`config.mk`:
```
export PLATFORM = sky130hd
export DESIGN_NAME = cap_channel_tracker
export DESIGN_NICKNAME = d
export VERILOG_FILES = /design/src/cap_tracker_pkg.sv /design/src/chan_if.sv /design/src/chan_filter.sv /design/src/cap_channel_tracker.sv
export VERILOG_INCLUDE_DIRS = /design/src /design/src/src
export SDC_FILE = /design/constraint.sdc
export NUM_CORES = 2
export LEC_CHECK = 0
export ABC_AREA = 1
export BUFFER_PORTS_ARGS = -buffer_cell sky130_fd_sc_hd__buf_2
export CAP_MARGIN = 15
export CORE_MARGIN = 5
export CORE_UTILIZATION = 50
export CTS_CLUSTER_SIZE = 14
export DETAILED_ROUTE_END_ITERATION = 7
export MAX_ROUTING_LAYER = met4
export PLACE_DENSITY_LB_ADDON = 0.3
export SETUP_SLACK_MARGIN = 0.02
export SYNTH_ARGS = -nofsm -noshare
export SYNTH_HDL_FRONTEND = slang
export SYNTH_SLANG_ARGS = --single-unit
```
`constraint.sdc`:
```
create_clock -name core_clk_in -period 11.5 [get_ports core_clk_in]
set_input_delay 0 -clock core_clk_in [delete_from_list [all_inputs] [get_ports core_clk_in]]
set_output_delay 0 -clock core_clk_in [all_outputs]
set_load 0.05 [all_outputs]
```
`src/cap_tracker_regs.svh`:
```
`ifndef CAP_TRACKER_REGS_SVH
`define CAP_TRACKER_REGS_SVH
// ***************************************************
// control word and event word
// ***************************************************
`define CTL_WORD_ADDR 8'hd0
`define CTL_RESEED_BIT 3
`define EVENT_WORD_ADDR 8'h11
// ***************************************************
// tuning limits
// ***************************************************
`define COMP_MIN 10'h000
`define COMP_MAX 10'h3ff
`define BOUND_SHIFT 3
`define BETA_DIV_SHIFT 8
// ***************************************************
// charge-transfer rate limits, kHz, and oscillator
// ***************************************************
`define XFER_MIN_KHZ 42
`define XFER_MAX_KHZ 4500
`define OSC_KHZ 14000
`define CLK_PERIOD_NS 20
`endif

```
`src/cap_tracker_pkg.sv`:
```
package cap_tracker_pkg;
   typedef enum logic [1:0] {
      normal_power_mode = 2'b00,
      low_power_mode = 2'b01,
      ultra_low_power_mode = 2'b10
   } power_mode_e;
   typedef enum logic [1:0] {
      trk_run = 2'b00,
      trk_tune = 2'b01,
      trk_check = 2'b10
   } track_state_e;
   typedef logic [15:0] count_t;
endpackage

```
`src/chan_if.sv`:
```
`timescale 1ns/10ps
interface chan_if #(parameter int W = 16);
   logic sample;
   logic [W-1:0] raw;
   logic [W-1:0] ceiling;
   logic [7:0] beta;
   logic freeze;
   logic reseed;
   logic [W-1:0] count;
   logic [W-1:0] filtered;
   logic [W-1:0] reference;
   logic touch;
   modport core (output sample, raw, ceiling, beta, freeze, reseed,
                 input count, filtered, reference, touch);
   modport chan (input sample, raw, ceiling, beta, freeze, reseed,
                 output count, filtered, reference, touch);
endinterface

```
`src/chan_filter.sv`:
```
`timescale 1ns/10ps
`include "cap_tracker_regs.svh"
module chan_filter #(
   parameter int W = 16,
   parameter int TOUCH_DELTA = 32
) (
   input wire logic core_clk_in,
   input wire logic rst_in,
   input wire logic ce_in,
   chan_if.chan ch
);
   logic [W-1:0] clamped;
   logic [W+8:0] blend;
   logic [W-1:0] lta_step;
   assign clamped = (ch.raw > ch.ceiling) ? ch.ceiling : ch.raw; // [RULE1]
   // filtered += (x - filtered) * beta / 256, done in a widened sum
   assign blend = (W+9)'({1'b0, ch.filtered} * (9'(256) - 9'(ch.beta)))
                + (W+9)'({1'b0, clamped} * 9'(ch.beta)); // [RULE13]
   always_ff @(posedge core_clk_in) begin
      if (rst_in) begin
         ch.count <= '0;
         ch.filtered <= '0;
      end else if (ce_in && ch.sample) begin
         ch.count <= clamped; // [RULE1]
         ch.filtered <= blend[W+7:`BETA_DIV_SHIFT]; // [RULE13]
      end
   end
   // slow drift: one lsb per sample towards the filtered count
   assign lta_step = (ch.filtered > ch.reference) ? ch.reference + 1'b1 :
                     (ch.filtered < ch.reference) ? ch.reference - 1'b1 : ch.reference;
   always_ff @(posedge core_clk_in) begin
      if (rst_in) begin
         ch.reference <= '0;
      end else if (ce_in) begin
         if (ch.reseed) begin
            ch.reference <= ch.count; // [RULE4]
         end else if (ch.sample && !ch.touch && !ch.freeze) begin
            ch.reference <= lta_step; // [RULE3]
         end
      end
   end
   // counts fall with touch, so a large drop below reference is interaction
   assign ch.touch = (ch.reference > ch.filtered) &&
                     ((ch.reference - ch.filtered) > W'(TOUCH_DELTA)); // [RULE2]
endmodule

```
`src/cap_channel_tracker.sv`:
```
`timescale 1ns/10ps
`include "cap_tracker_regs.svh"
// Behaviour
// RULE1: clamp count to ceiling, report ceiling
// RULE2: touch when count departs from reference; touch only flags filtered falling more than TOUCH_DELTA below reference
// RULE3: reference drifts slowly, frozen during touch
// RULE4: reseed loads reference with latest count
// RULE5: retune when reference leaves target window
// RULE6: pulse status bit on each retune
// RULE7: tuning error on bad compensation or count
// RULE8: error flag only updated by tuning
// RULE9: holdoff blocks retune after tuning error
// RULE10: step power mode down after timeout
// RULE11: timeout zero disables mode stepping
// RULE12: ultra-low samples wake channel fast only
// RULE13: iir damping equals beta over 256
// RULE14: reset flag set until host acknowledges
// RULE15: reset flag forces streaming, no event mode
// RULE16: reset flag keeps windows open while tuning
// RULE17: software restart command resets everything
// RULE18: transfer clock divided from oscillator, bounded; divider uses xfer_div_in unchecked against XFER_MIN_KHZ/XFER_MAX_KHZ
// RULE19: host reads event word to clear events
// RULE20: reseed bit self-clears after one reseed
// RULE21: clean tuning resumes tracking next cycle
module cap_channel_tracker #(
   parameter int N = 4,
   parameter int W = 16,
   parameter int TOUCH_DELTA = 32,
   parameter int ULP_SLOW_DIV = 8,
   parameter int TUNE_CYCLES = 16
) (
   input wire logic core_clk_in,
   input wire logic rst_in,
   input wire logic ce_in,
   input wire logic sample_in,
   input wire logic [N*W-1:0] raw_in,
   input wire logic [W-1:0] ceiling_in,
   input wire logic [7:0] beta_in,
   input wire logic reseed_set_in,
   input wire logic retune_en_in,
   input wire logic [W-1:0] tune_target_in,
   input wire logic [W-1:0] tune_bound_in,
   input wire logic bound_default_in,
   input wire logic [N*10-1:0] comp_in,
   input wire logic tune_start_in,
   input wire logic [15:0] holdoff_in,
   input wire logic [7:0] mode_timeout_in,
   input wire logic [$clog2(N)-1:0] wake_chan_in,
   input wire logic event_mode_req_in,
   input wire logic events_pending_in,
   input wire logic ack_reset_in,
   input wire logic soft_restart_in,
   input wire logic [15:0] xfer_div_in,
   output logic [N*W-1:0] count_out,
   output logic [N*W-1:0] reference_out,
   output logic [N-1:0] touch_out,
   output logic reseed_pending_out,
   output logic retune_done_out,
   output logic tuning_out,
   output logic tuning_error_flag_out,
   output logic [1:0] power_mode_out,
   output logic reset_flag_out,
   output logic event_mode_out,
   output logic comm_window_out,
   output logic xfer_clk_out
);
   // ***************************************************
   // soft restart folds into the block reset
   // ***************************************************
   logic srst;
   assign srst = rst_in | soft_restart_in; // [RULE17]
   cap_tracker_pkg::track_state_e state_ff;
   cap_tracker_pkg::power_mode_e mode_ff;
   logic [7:0] tune_cnt_ff;
   logic [15:0] holdoff_ff;
   logic [15:0] idle_cnt_ff;
   logic [15:0] div_cnt_ff;
   logic [7:0] slow_cnt_ff;
   logic reseed_ff;
   logic [W-1:0] bound;
   logic [N-1:0] out_win;
   logic [N-1:0] bad_chan;
   logic any_touch;
   logic any_bad;
   logic retune_trig;
   chan_if #(.W(W)) cif [N] ();
   // ***************************************************
   // per-channel datapath
   // ***************************************************
   assign bound = bound_default_in ? (tune_target_in >> `BOUND_SHIFT) : tune_bound_in; // [RULE5]
   genvar g;
   generate
      for (g = 0; g < N; g++) begin : gch
         logic fast;
         assign fast = (mode_ff != cap_tracker_pkg::ultra_low_power_mode) ||
                       (wake_chan_in == g) || (slow_cnt_ff == 8'h00); // [RULE12]
         assign cif[g].sample = sample_in && fast && (state_ff == cap_tracker_pkg::trk_run);
         assign cif[g].raw = raw_in[g*W +: W];
         assign cif[g].ceiling = ceiling_in;
         assign cif[g].beta = beta_in;
         assign cif[g].freeze = 1'b0;
         assign cif[g].reseed = reseed_ff;
         assign count_out[g*W +: W] = cif[g].count;
         assign reference_out[g*W +: W] = cif[g].reference;
         assign touch_out[g] = cif[g].touch;
         assign out_win[g] = (cif[g].reference > tune_target_in + bound) ||
                             (cif[g].reference + bound < tune_target_in); // [RULE5]
         assign bad_chan[g] = (comp_in[g*10 +: 10] == `COMP_MIN) ||
                              (comp_in[g*10 +: 10] >= `COMP_MAX) ||
                              (cif[g].count > tune_target_in + bound) ||
                              (cif[g].count + bound < tune_target_in); // [RULE7]
         chan_filter #(.W(W), .TOUCH_DELTA(TOUCH_DELTA)) u_chan (
            .core_clk_in(core_clk_in),
            .rst_in(srst),
            .ce_in(ce_in),
            .ch(cif[g])
         );
      end
   endgenerate
   assign any_touch = |touch_out;
   assign any_bad = |bad_chan;
   // ***************************************************
   // reseed request, one shot
   // ***************************************************
   always_ff @(posedge core_clk_in) begin
      if (srst) begin
         reseed_ff <= 1'b0;
      end else if (ce_in) begin
         // a new set in the applying cycle wins and reseeds once more
         reseed_ff <= reseed_set_in; // [RULE4] [RULE20]
      end
   end
   assign reseed_pending_out = reseed_ff;
   // ***************************************************
   // tuning supervisor
   // ***************************************************
   assign retune_trig = retune_en_in && (|out_win) && (holdoff_ff == 16'h0000) &&
                        (state_ff == cap_tracker_pkg::trk_run); // [RULE5] [RULE9]
   always_ff @(posedge core_clk_in) begin
      if (srst) begin
         state_ff <= cap_tracker_pkg::trk_run;
         tune_cnt_ff <= 8'h00;
      end else if (ce_in) begin
         case (state_ff)
            cap_tracker_pkg::trk_run: begin
               if (tune_start_in || retune_trig) begin
                  state_ff <= cap_tracker_pkg::trk_tune;
                  tune_cnt_ff <= 8'(TUNE_CYCLES - 1);
               end
            end
            cap_tracker_pkg::trk_tune: begin
               if (tune_cnt_ff == 8'h00) begin
                  state_ff <= cap_tracker_pkg::trk_check;
               end else begin
                  tune_cnt_ff <= tune_cnt_ff - 8'h01;
               end
            end
            cap_tracker_pkg::trk_check: state_ff <= cap_tracker_pkg::trk_run; // [RULE21]
            default: state_ff <= cap_tracker_pkg::trk_run;
         endcase
      end
   end
   assign tuning_out = (state_ff != cap_tracker_pkg::trk_run);
   always_ff @(posedge core_clk_in) begin
      if (srst) begin
         tuning_error_flag_out <= 1'b0;
      end else if (ce_in && state_ff == cap_tracker_pkg::trk_check) begin
         tuning_error_flag_out <= |bad_chan; // [RULE7] [RULE8]
      end
   end
   always_ff @(posedge core_clk_in) begin
      if (srst) begin
         retune_done_out <= 1'b0;
      end else if (ce_in) begin
         retune_done_out <= retune_trig; // [RULE6]
      end
   end
   always_ff @(posedge core_clk_in) begin
      if (srst) begin
         holdoff_ff <= 16'h0000;
      end else if (ce_in) begin
         if (state_ff == cap_tracker_pkg::trk_check && (|bad_chan)) begin
            holdoff_ff <= holdoff_in; // [RULE9]
         end else if (holdoff_ff != 16'h0000 && sample_in) begin
            holdoff_ff <= holdoff_ff - 16'h0001;
         end
      end
   end
   // ***************************************************
   // power mode stepping, timeout counted in samples
   // ***************************************************
   always_ff @(posedge core_clk_in) begin
      if (srst) begin
         mode_ff <= cap_tracker_pkg::normal_power_mode;
         idle_cnt_ff <= 16'h0000;
      end else if (ce_in) begin
         if (any_touch) begin
            mode_ff <= cap_tracker_pkg::normal_power_mode;
            idle_cnt_ff <= 16'h0000;
         end else if (mode_timeout_in == 8'h00) begin
            idle_cnt_ff <= 16'h0000; // [RULE11]
         end else if (sample_in) begin
            if (idle_cnt_ff >= {8'h00, mode_timeout_in} - 16'h0001) begin
               idle_cnt_ff <= 16'h0000;
               case (mode_ff)
                  cap_tracker_pkg::normal_power_mode:
                     mode_ff <= cap_tracker_pkg::low_power_mode; // [RULE10]
                  cap_tracker_pkg::low_power_mode:
                     mode_ff <= cap_tracker_pkg::ultra_low_power_mode; // [RULE10]
                  default: mode_ff <= mode_ff;
               endcase
            end else begin
               idle_cnt_ff <= idle_cnt_ff + 16'h0001;
            end
         end
      end
   end
   assign power_mode_out = mode_ff;
   always_ff @(posedge core_clk_in) begin
      if (srst) begin
         slow_cnt_ff <= 8'h00;
      end else if (ce_in && sample_in) begin
         slow_cnt_ff <= (slow_cnt_ff >= 8'(ULP_SLOW_DIV - 1)) ? 8'h00 : slow_cnt_ff + 8'h01;
      end
   end
   // ***************************************************
   // reset indication and reporting
   // ***************************************************
   always_ff @(posedge core_clk_in) begin
      if (srst) begin
         reset_flag_out <= 1'b1; // [RULE14]
      end else if (ce_in && ack_reset_in) begin
         reset_flag_out <= 1'b0; // [RULE14]
      end
   end
   assign event_mode_out = event_mode_req_in && !reset_flag_out; // [RULE15]
   // events still pending keep the window opening like streaming
   assign comm_window_out = (reset_flag_out && tuning_out) || // [RULE16]
                            (!tuning_out && sample_in &&
                             (!event_mode_out || events_pending_in || any_touch)); // [RULE19]
   // ***************************************************
   // charge-transfer clock divider
   // ***************************************************
   always_ff @(posedge core_clk_in) begin
      if (srst) begin
         div_cnt_ff <= 16'h0000;
         xfer_clk_out <= 1'b0;
      end else if (ce_in) begin
         if (div_cnt_ff >= xfer_div_in) begin
            div_cnt_ff <= 16'h0000;
            xfer_clk_out <= ~xfer_clk_out; // [RULE18]
         end else begin
            div_cnt_ff <= div_cnt_ff + 16'h0001;
         end
      end
   end
endmodule

```
Yosys cells after proc, flatten, opt, wreduce, memory -nomap -nowiden
Index checks and enable logic that the tools add are counted.
Operators by class
  bitwise gates (word level): 2
  reduce and logical (&&, ||, !) cells: 107
  divide/modulo/power cells: 0
  shift operators: 0
  add/subtract/negate cells: 32
  mux-type cells: 40
  multiply operators: 8
  equal/unequal tests: 11
  magnitude comparators: 43
Operators with widths (number)
  $mux 16: 28
  $gt 16x16->1: 20
  $lt 16x16->1: 12
  $add 16x16->16: 9
  $add 16x1->16 const B: 6
  $add 24x24->24: 4
  $mul 16x8->24: 4
  $sub 16x1->16 const B: 5
  $mul 16x25->24: 3
  $gt 16x6->1 const B: 4
  $sub 16x16->16: 4
  $ge 10x10->1 const B: 4
  $logic_not 10->1: 4
  $ge 16x16->1: 2
  $logic_and 1x1->1: 32
  $logic_or 1x1->1: 28
  $logic_not 8->1: 3
  $mul 17x10->24: 1
  $mux 8: 3
  $reduce_bool 2->1: 9
  $reduce_bool 3->1: 6
  $logic_not 16->1: 1
  $pmux 8 s2: 1
  $reduce_bool 16->1: 1
  other kinds (20): 49
Word-level totals
  output and inout bits: 142
  RAM bits: 0
  register bits after elaboration: 265
  bits in read-only memories: 0
  logic and storage cells: 267
  bits in latches: 0
  memories: 0

Longest topological paths before layout
  word-level depth: 11
  mapped depth: 41

By module
A second synthesis with hierarchy kept.
Second synthesis, totals
  cells, all modules: 9798
  area total of the unflattened synthesis: 69140.1 um^2
Modules (own cells, without submodules)
  cap_channel_tracker: instances 1, cells each 2537, area an instance 16898.7 um^2
  chan_filter at gch[1].u_chan: instances 1, cells each 1811, area an instance 13107.6 um^2
  chan_filter at gch[2].u_chan: instances 1, cells each 1828, area an instance 13081.3 um^2
  chan_filter at gch[0].u_chan: instances 1, cells each 1818, area an instance 13056.3 um^2
  chan_filter at gch[3].u_chan: instances 1, cells each 1804, area an instance 12996.2 um^2

Worst setup path before layout
Ideal clock, no wire load.
  path kind: input port to flip-flop
  from: input port beta_in[1]
  to: register gch[1].u_chan.ch.filtered[9]
  cell stages on the path: 32
  library setup time: 115 ps
  path buffers: 3
  setup slack: 4772 ps
  data required time: 11385 ps
  arrival time: 6612 ps
  cell sequence: clkinv_1 > clkbuf_1 > ha_1 > nand4_1 > o21ai_0 > nand2_1 > inv_1 > clkbuf_1 > buf_1 > nand2_1 > fa_1 > inv_1 > fa_1 > fa_1 > inv_1 > fa_1 > inv_1 > fa_1 > inv_1 > fa_1 > fa_1 > inv_1 > ha_1 > nand2_1 > nor4_1 > nand2_1 > nand2_1 > nand2_1 > nand2_1 > xor2_1 > o21ai_0 > inv_1
On the way
  longest elaborated chain between the ends: 3
  elaborated cells between the ends (all ways): 4
Ends and longest elaborated chain
  from (decl): RTL line cap_channel_tracker.sv:38  | input wire logic [7:0] beta_in,
  $sub 9x8->10: RTL line chan_filter.sv:17  | assign blend = (W+9)'({1'b0, ch.filtered} * (9'(256) - 9'(ch.beta)))
  $mul 16x25->24: RTL line chan_filter.sv:17
  $add 24x24->24 *: RTL line chan_filter.sv:18  | + (W+9)'({1'b0, clamped} * 9'(ch.beta));
  to (signal assigned): RTL line chan_filter.sv:25  | ch.filtered <= blend[W+7:`BETA_DIV_SHIFT];
  to (decl): RTL line chan_if.sv:16  | output count, filtered, reference, touch);
Every way passes the cells marked *; elsewhere a longest branch is shown, timed or not.
A chain may end at the register's enable or synchronous reset.

Worst setup path after layout
  from: input port raw_in[27]
  to: register gch[1].u_chan.ch.filtered[13]
On the way
  longest elaborated chain between the ends: 4
Ends and longest elaborated chain
  from (decl): RTL line cap_channel_tracker.sv:36  | input wire logic [N*W-1:0] raw_in,
  $gt 16x16->1: RTL line chan_filter.sv:15  | assign clamped = (ch.raw > ch.ceiling) ? ch.ceiling : ch.raw;
  $mux 16 *: RTL line chan_filter.sv:15
  $mul 16x8->24 *: RTL line chan_filter.sv:18
  $add 24x24->24 *: RTL line chan_filter.sv:18
Marks and branches as above.

==> results.py <==
metrics = {
    "global_route": {
        "grt_max_degree": 99,
        "antenna_found_initial": 27,
        "grt_overflow": 0,
        "grt_first_pass_wirelength_mm": 372.5,
        "grt_pass1_vias": 64260,
        "grtUsageTotal_pct": 34.05,
    },
    "clocking": {
        "cts_tree": "built",
        "clock-root-buffer": "clkbuf_16",
        "clk_pin_slew_ns": 0.07,
        "cts_max_level": 2,
        "cts_num_sinks": 265,
        "clock_latency_ns": 0.64,
        "cts_made_buffers": 38,
        "cts_resized": 0,
        "clk_path_buf_depth": 3,
    },
    "placement": {
        "placed_area_mm2": 0.07257,
        "io_buffers": 355,
        "gp_congestion": 1.003,
        "dpl.hpwl_mm": 198.1,
    },
    "sta": {
        "rsz0062_at_grt": "false",
        "period_share_pct": 77.54,
        "finalMaxSlewViolations": 0,
        "fmax_mhz": 112.1,
        "setup_viol": 0,
        "hold_viol_final": 0,
        "period_minus_slack_ns": 8.918,
        "tightest_slew_ns": 1.377,
        "clock_skew_ns": 0.05973,
        "tns_ns": 0,
        "relSlewSlack_pct": 7.223,
    },
    "floorplanning": {
        "rows": 136,
        "dieHeight_um": 380.9,
        "initial_core_util_pct": 50.15,
        "fp.coreArea_mm2": 0.1372,
        "io_pins": 356,
        "die_width_um": 380.9,
        "die-area_mm2": 0.1451,
    },
    "detailed_routing": {
        "drt-initial-drc-count": 5914,
        "wire_per_inst_um": 20.91,
        "vias": 65620,
        "first_pass_iters": 6,
        "wirelength_mm": 244.5,
        "drt-vias-per-instance": 5.610,
        "ant_nets": 0,
        "drcViolationCount": 0,
    },
    "worst_setup_path": {
        "startpoint_type": "input port",
        "critical_path_class": "in2reg",
        "slowest_delay_ns": 1.34,
        "r2r-start": "gch[0].u_chan.ch.filtered[9]",
        "crit_path_end_kind": "register",
        "crit_start": "raw_in[27]",
        "slowest_stage": "o21ai_0",
        "critPathRequiredTime_ns": 12.02,
        "critPathMaxFanout": 31,
        "crit_arrival_ns": 9.44,
    },
    "cells_and_area": {
        "post-route-util_pct": 54.15,
        "num-fill-cells": 13300,
        "postLayoutCellArea_mm2": 0.07427,
        "final_cell_mix": "inv_1, nand2_1, ha_1",
        "drive_gt1_share_pct": 6.068,
        "final_nets": 11980,
        "final_common_cell": "inv_1",
        "area_growth_pct": 7.984,
        "multi_input_area_mm2": 0.05448,
        "register_area_mm2": 0.005309,
    },
    "synthesis": {
        "synthFlopType": "dfxtp_1",
        "ys_seq_area_share_pct": 7.713,
        "synth_warnings": 0,
        "yosysUniqueCellTypes": 63,
        "ys_seq_elements": 265,
        "synthesis.area_mm2": 0.06878,
        "synth_nets": 11700,
        "syn_inst": 9563,
        "async_flop_share_pct": 0,
        "synth_edf_count": 0,
        "avgSynthCellArea_um2": 7.192,
    },
    "power": {
        "power_leakage_nw": 40.68,
        "peakVddDrop_v": 0.0004117,
        "p_per_area_mw_per_mm2": 301.4,
    },
    "min_path": {
        "hold_path_class": "in2reg",
        "hp-start": "raw_in[19]",
    },
    "status": {
        "status": "finished, final reports clean",
    },
    "flow_run": {
        "cap_violations": 0,
    },
}
area by class of cell:
cell class	instances	share of cell area [%]
clock inverters	18	0.3150
repair buffers	496	3.929
well taps	1794	3.022
clock buffers	51	1.400
diodes	31	0.1044
inverters	2121	10.73
multi-input cells	6920	73.36
flip-flops and latches	265	7.148
final timing paths:
kind | endpoint | slack [ns] | cells after the start
worst max-delay path | gch[1].u_chan.ch.filtered[13] | 2.58 | 34
worst min-delay path | gch[1].u_chan.ch.count[3] | 0.04 | 5
worst max register to register | gch[0].u_chan.ch.filtered[14] | 5.10 | 22
worst min register to register | slow_cnt_ff[4] | 0.45 | 2
power by group:
group	switching, mW	internal, mW
Clock	0.559	0.713
Sequential	0.275	1.01
Combinational	12.8	7.04
Total	13.6	8.76
cell families after synthesis:
group / after synthesis / synth area share, %
buffers and inverters: 2378 / 13.13
DFF: 265 / 7.713
and+or+nand+nor: 3348 / 19.98
adders and majority gates: 1926 / 44.83
xor gates and xnor gates: 291 / 3.706
AOI/OAI and AO/OA: 1355 / 10.64
metrics by stage:
step | setup slack, ns | hold slack, ns | total power [mW] | instances
6_report | 2.582 | 0.04280 | 22.39 | 11700
5_1_grt | 2.053 | 0.05999 | 25.05 | 11680
4_1_cts | 3.023 | 0.002613 | 22.04 | 11660
3_5_place_dp | 2.553 | 0.2619 | 20.64 | 11560
3_3_place_gp | 2.724 | 0.2593 | 20.32 | 11560
2_1_floorplan | 4.772 | 0.1520 | 15.78 | 9563
critical path, delay by kind of cell:
family          cells  cell delay [ns]
compound gates      6             2.17
xor+xnor            1             0.16
fa+ha+maj           9             3.86
buf+inv             9             1.36
simple gates        9             1.85
cells in the mapped netlist, types with 5 or more instances:
master	count	share of area [%]
inv_1	2098	11
nand2_1	1780	9.7
ha_1	1029	19
nor2_1	939	5.1
fa_1	897	26
a21oi_1	682	5.0
o21ai_0	457	3.3
nand3_1	306	2.2
dfxtp_1	265	7.7
xor2_1	210	2.7
clkbuf_1	201	1.1
nor3_1	106	0.77
nand4_1	96	0.87
xnor2_1	81	1.0
nor4_1	41	0.37
o21a_1	31	0.34
buf_1	30	0.16
o211ai_1	29	0.32
a211oi_1	26	0.28
o21bai_1	26	0.28
a31oi_1	20	0.18
clkinv_1	17	0.093
o21ai_1	15	0.11
nand2_2	14	0.13
nand3b_1	14	0.15
a21o_1	13	0.14
buf_2	13	0.095
o31ai_1	11	0.12
or2_2	11	0.10
nand3_2	9	0.13
o221ai_1	9	0.11
o2111ai_1	8	0.10
nor2_2	7	0.064
a21boi_0	6	0.065
inv_2	6	0.033
and2_1	5	0.045
buf_4	5	0.055
clkbuf_8	5	0.10
nor3b_1	5	0.055
registers in the layout, indices dropped and copies added, names as in the netlist:
name,count
tune_cnt_ff,8
slow_cnt_ff,8
holdoff_ff,16
div_cnt_ff,16
reseed_pending_out,1
xfer_clk_out,1
idle_cnt_ff,16
reset_flag_out,1
gch.u_chan.ch.filtered,64
retune_done_out,1
gch.u_chan.ch.reference,64
gch.u_chan.ch.count,64
state_ff,2
power_mode_out,2
tuning_error_flag_out,1
per-layer routing:
metal | vias up | part of all wire (%) | GRT usage (%) | routed length [µm]
met4 | 0 | 4.6 | 12.89 | 11300
met5 | - | 0 | - | 0
li1 | 30430 | - | - | -
met2 | 3231 | 42 | 50.58 | 103200
met3 | 591 | 12 | 9.083 | 29410
met1 | 31370 | 41 | 44.60 | 100600
repair_timing:
| action | 4_1_cts | 5_1_grt |
|---|---|---|
| setup endpoints to repair | 0 | 0 |
| hold buffers | 33 | 0 |
| setup buffers | 0 | 0 |
| endpoints found under the hold margin | 46 | 0 |
Note: power is estimated with default switching activity, not from simulation.
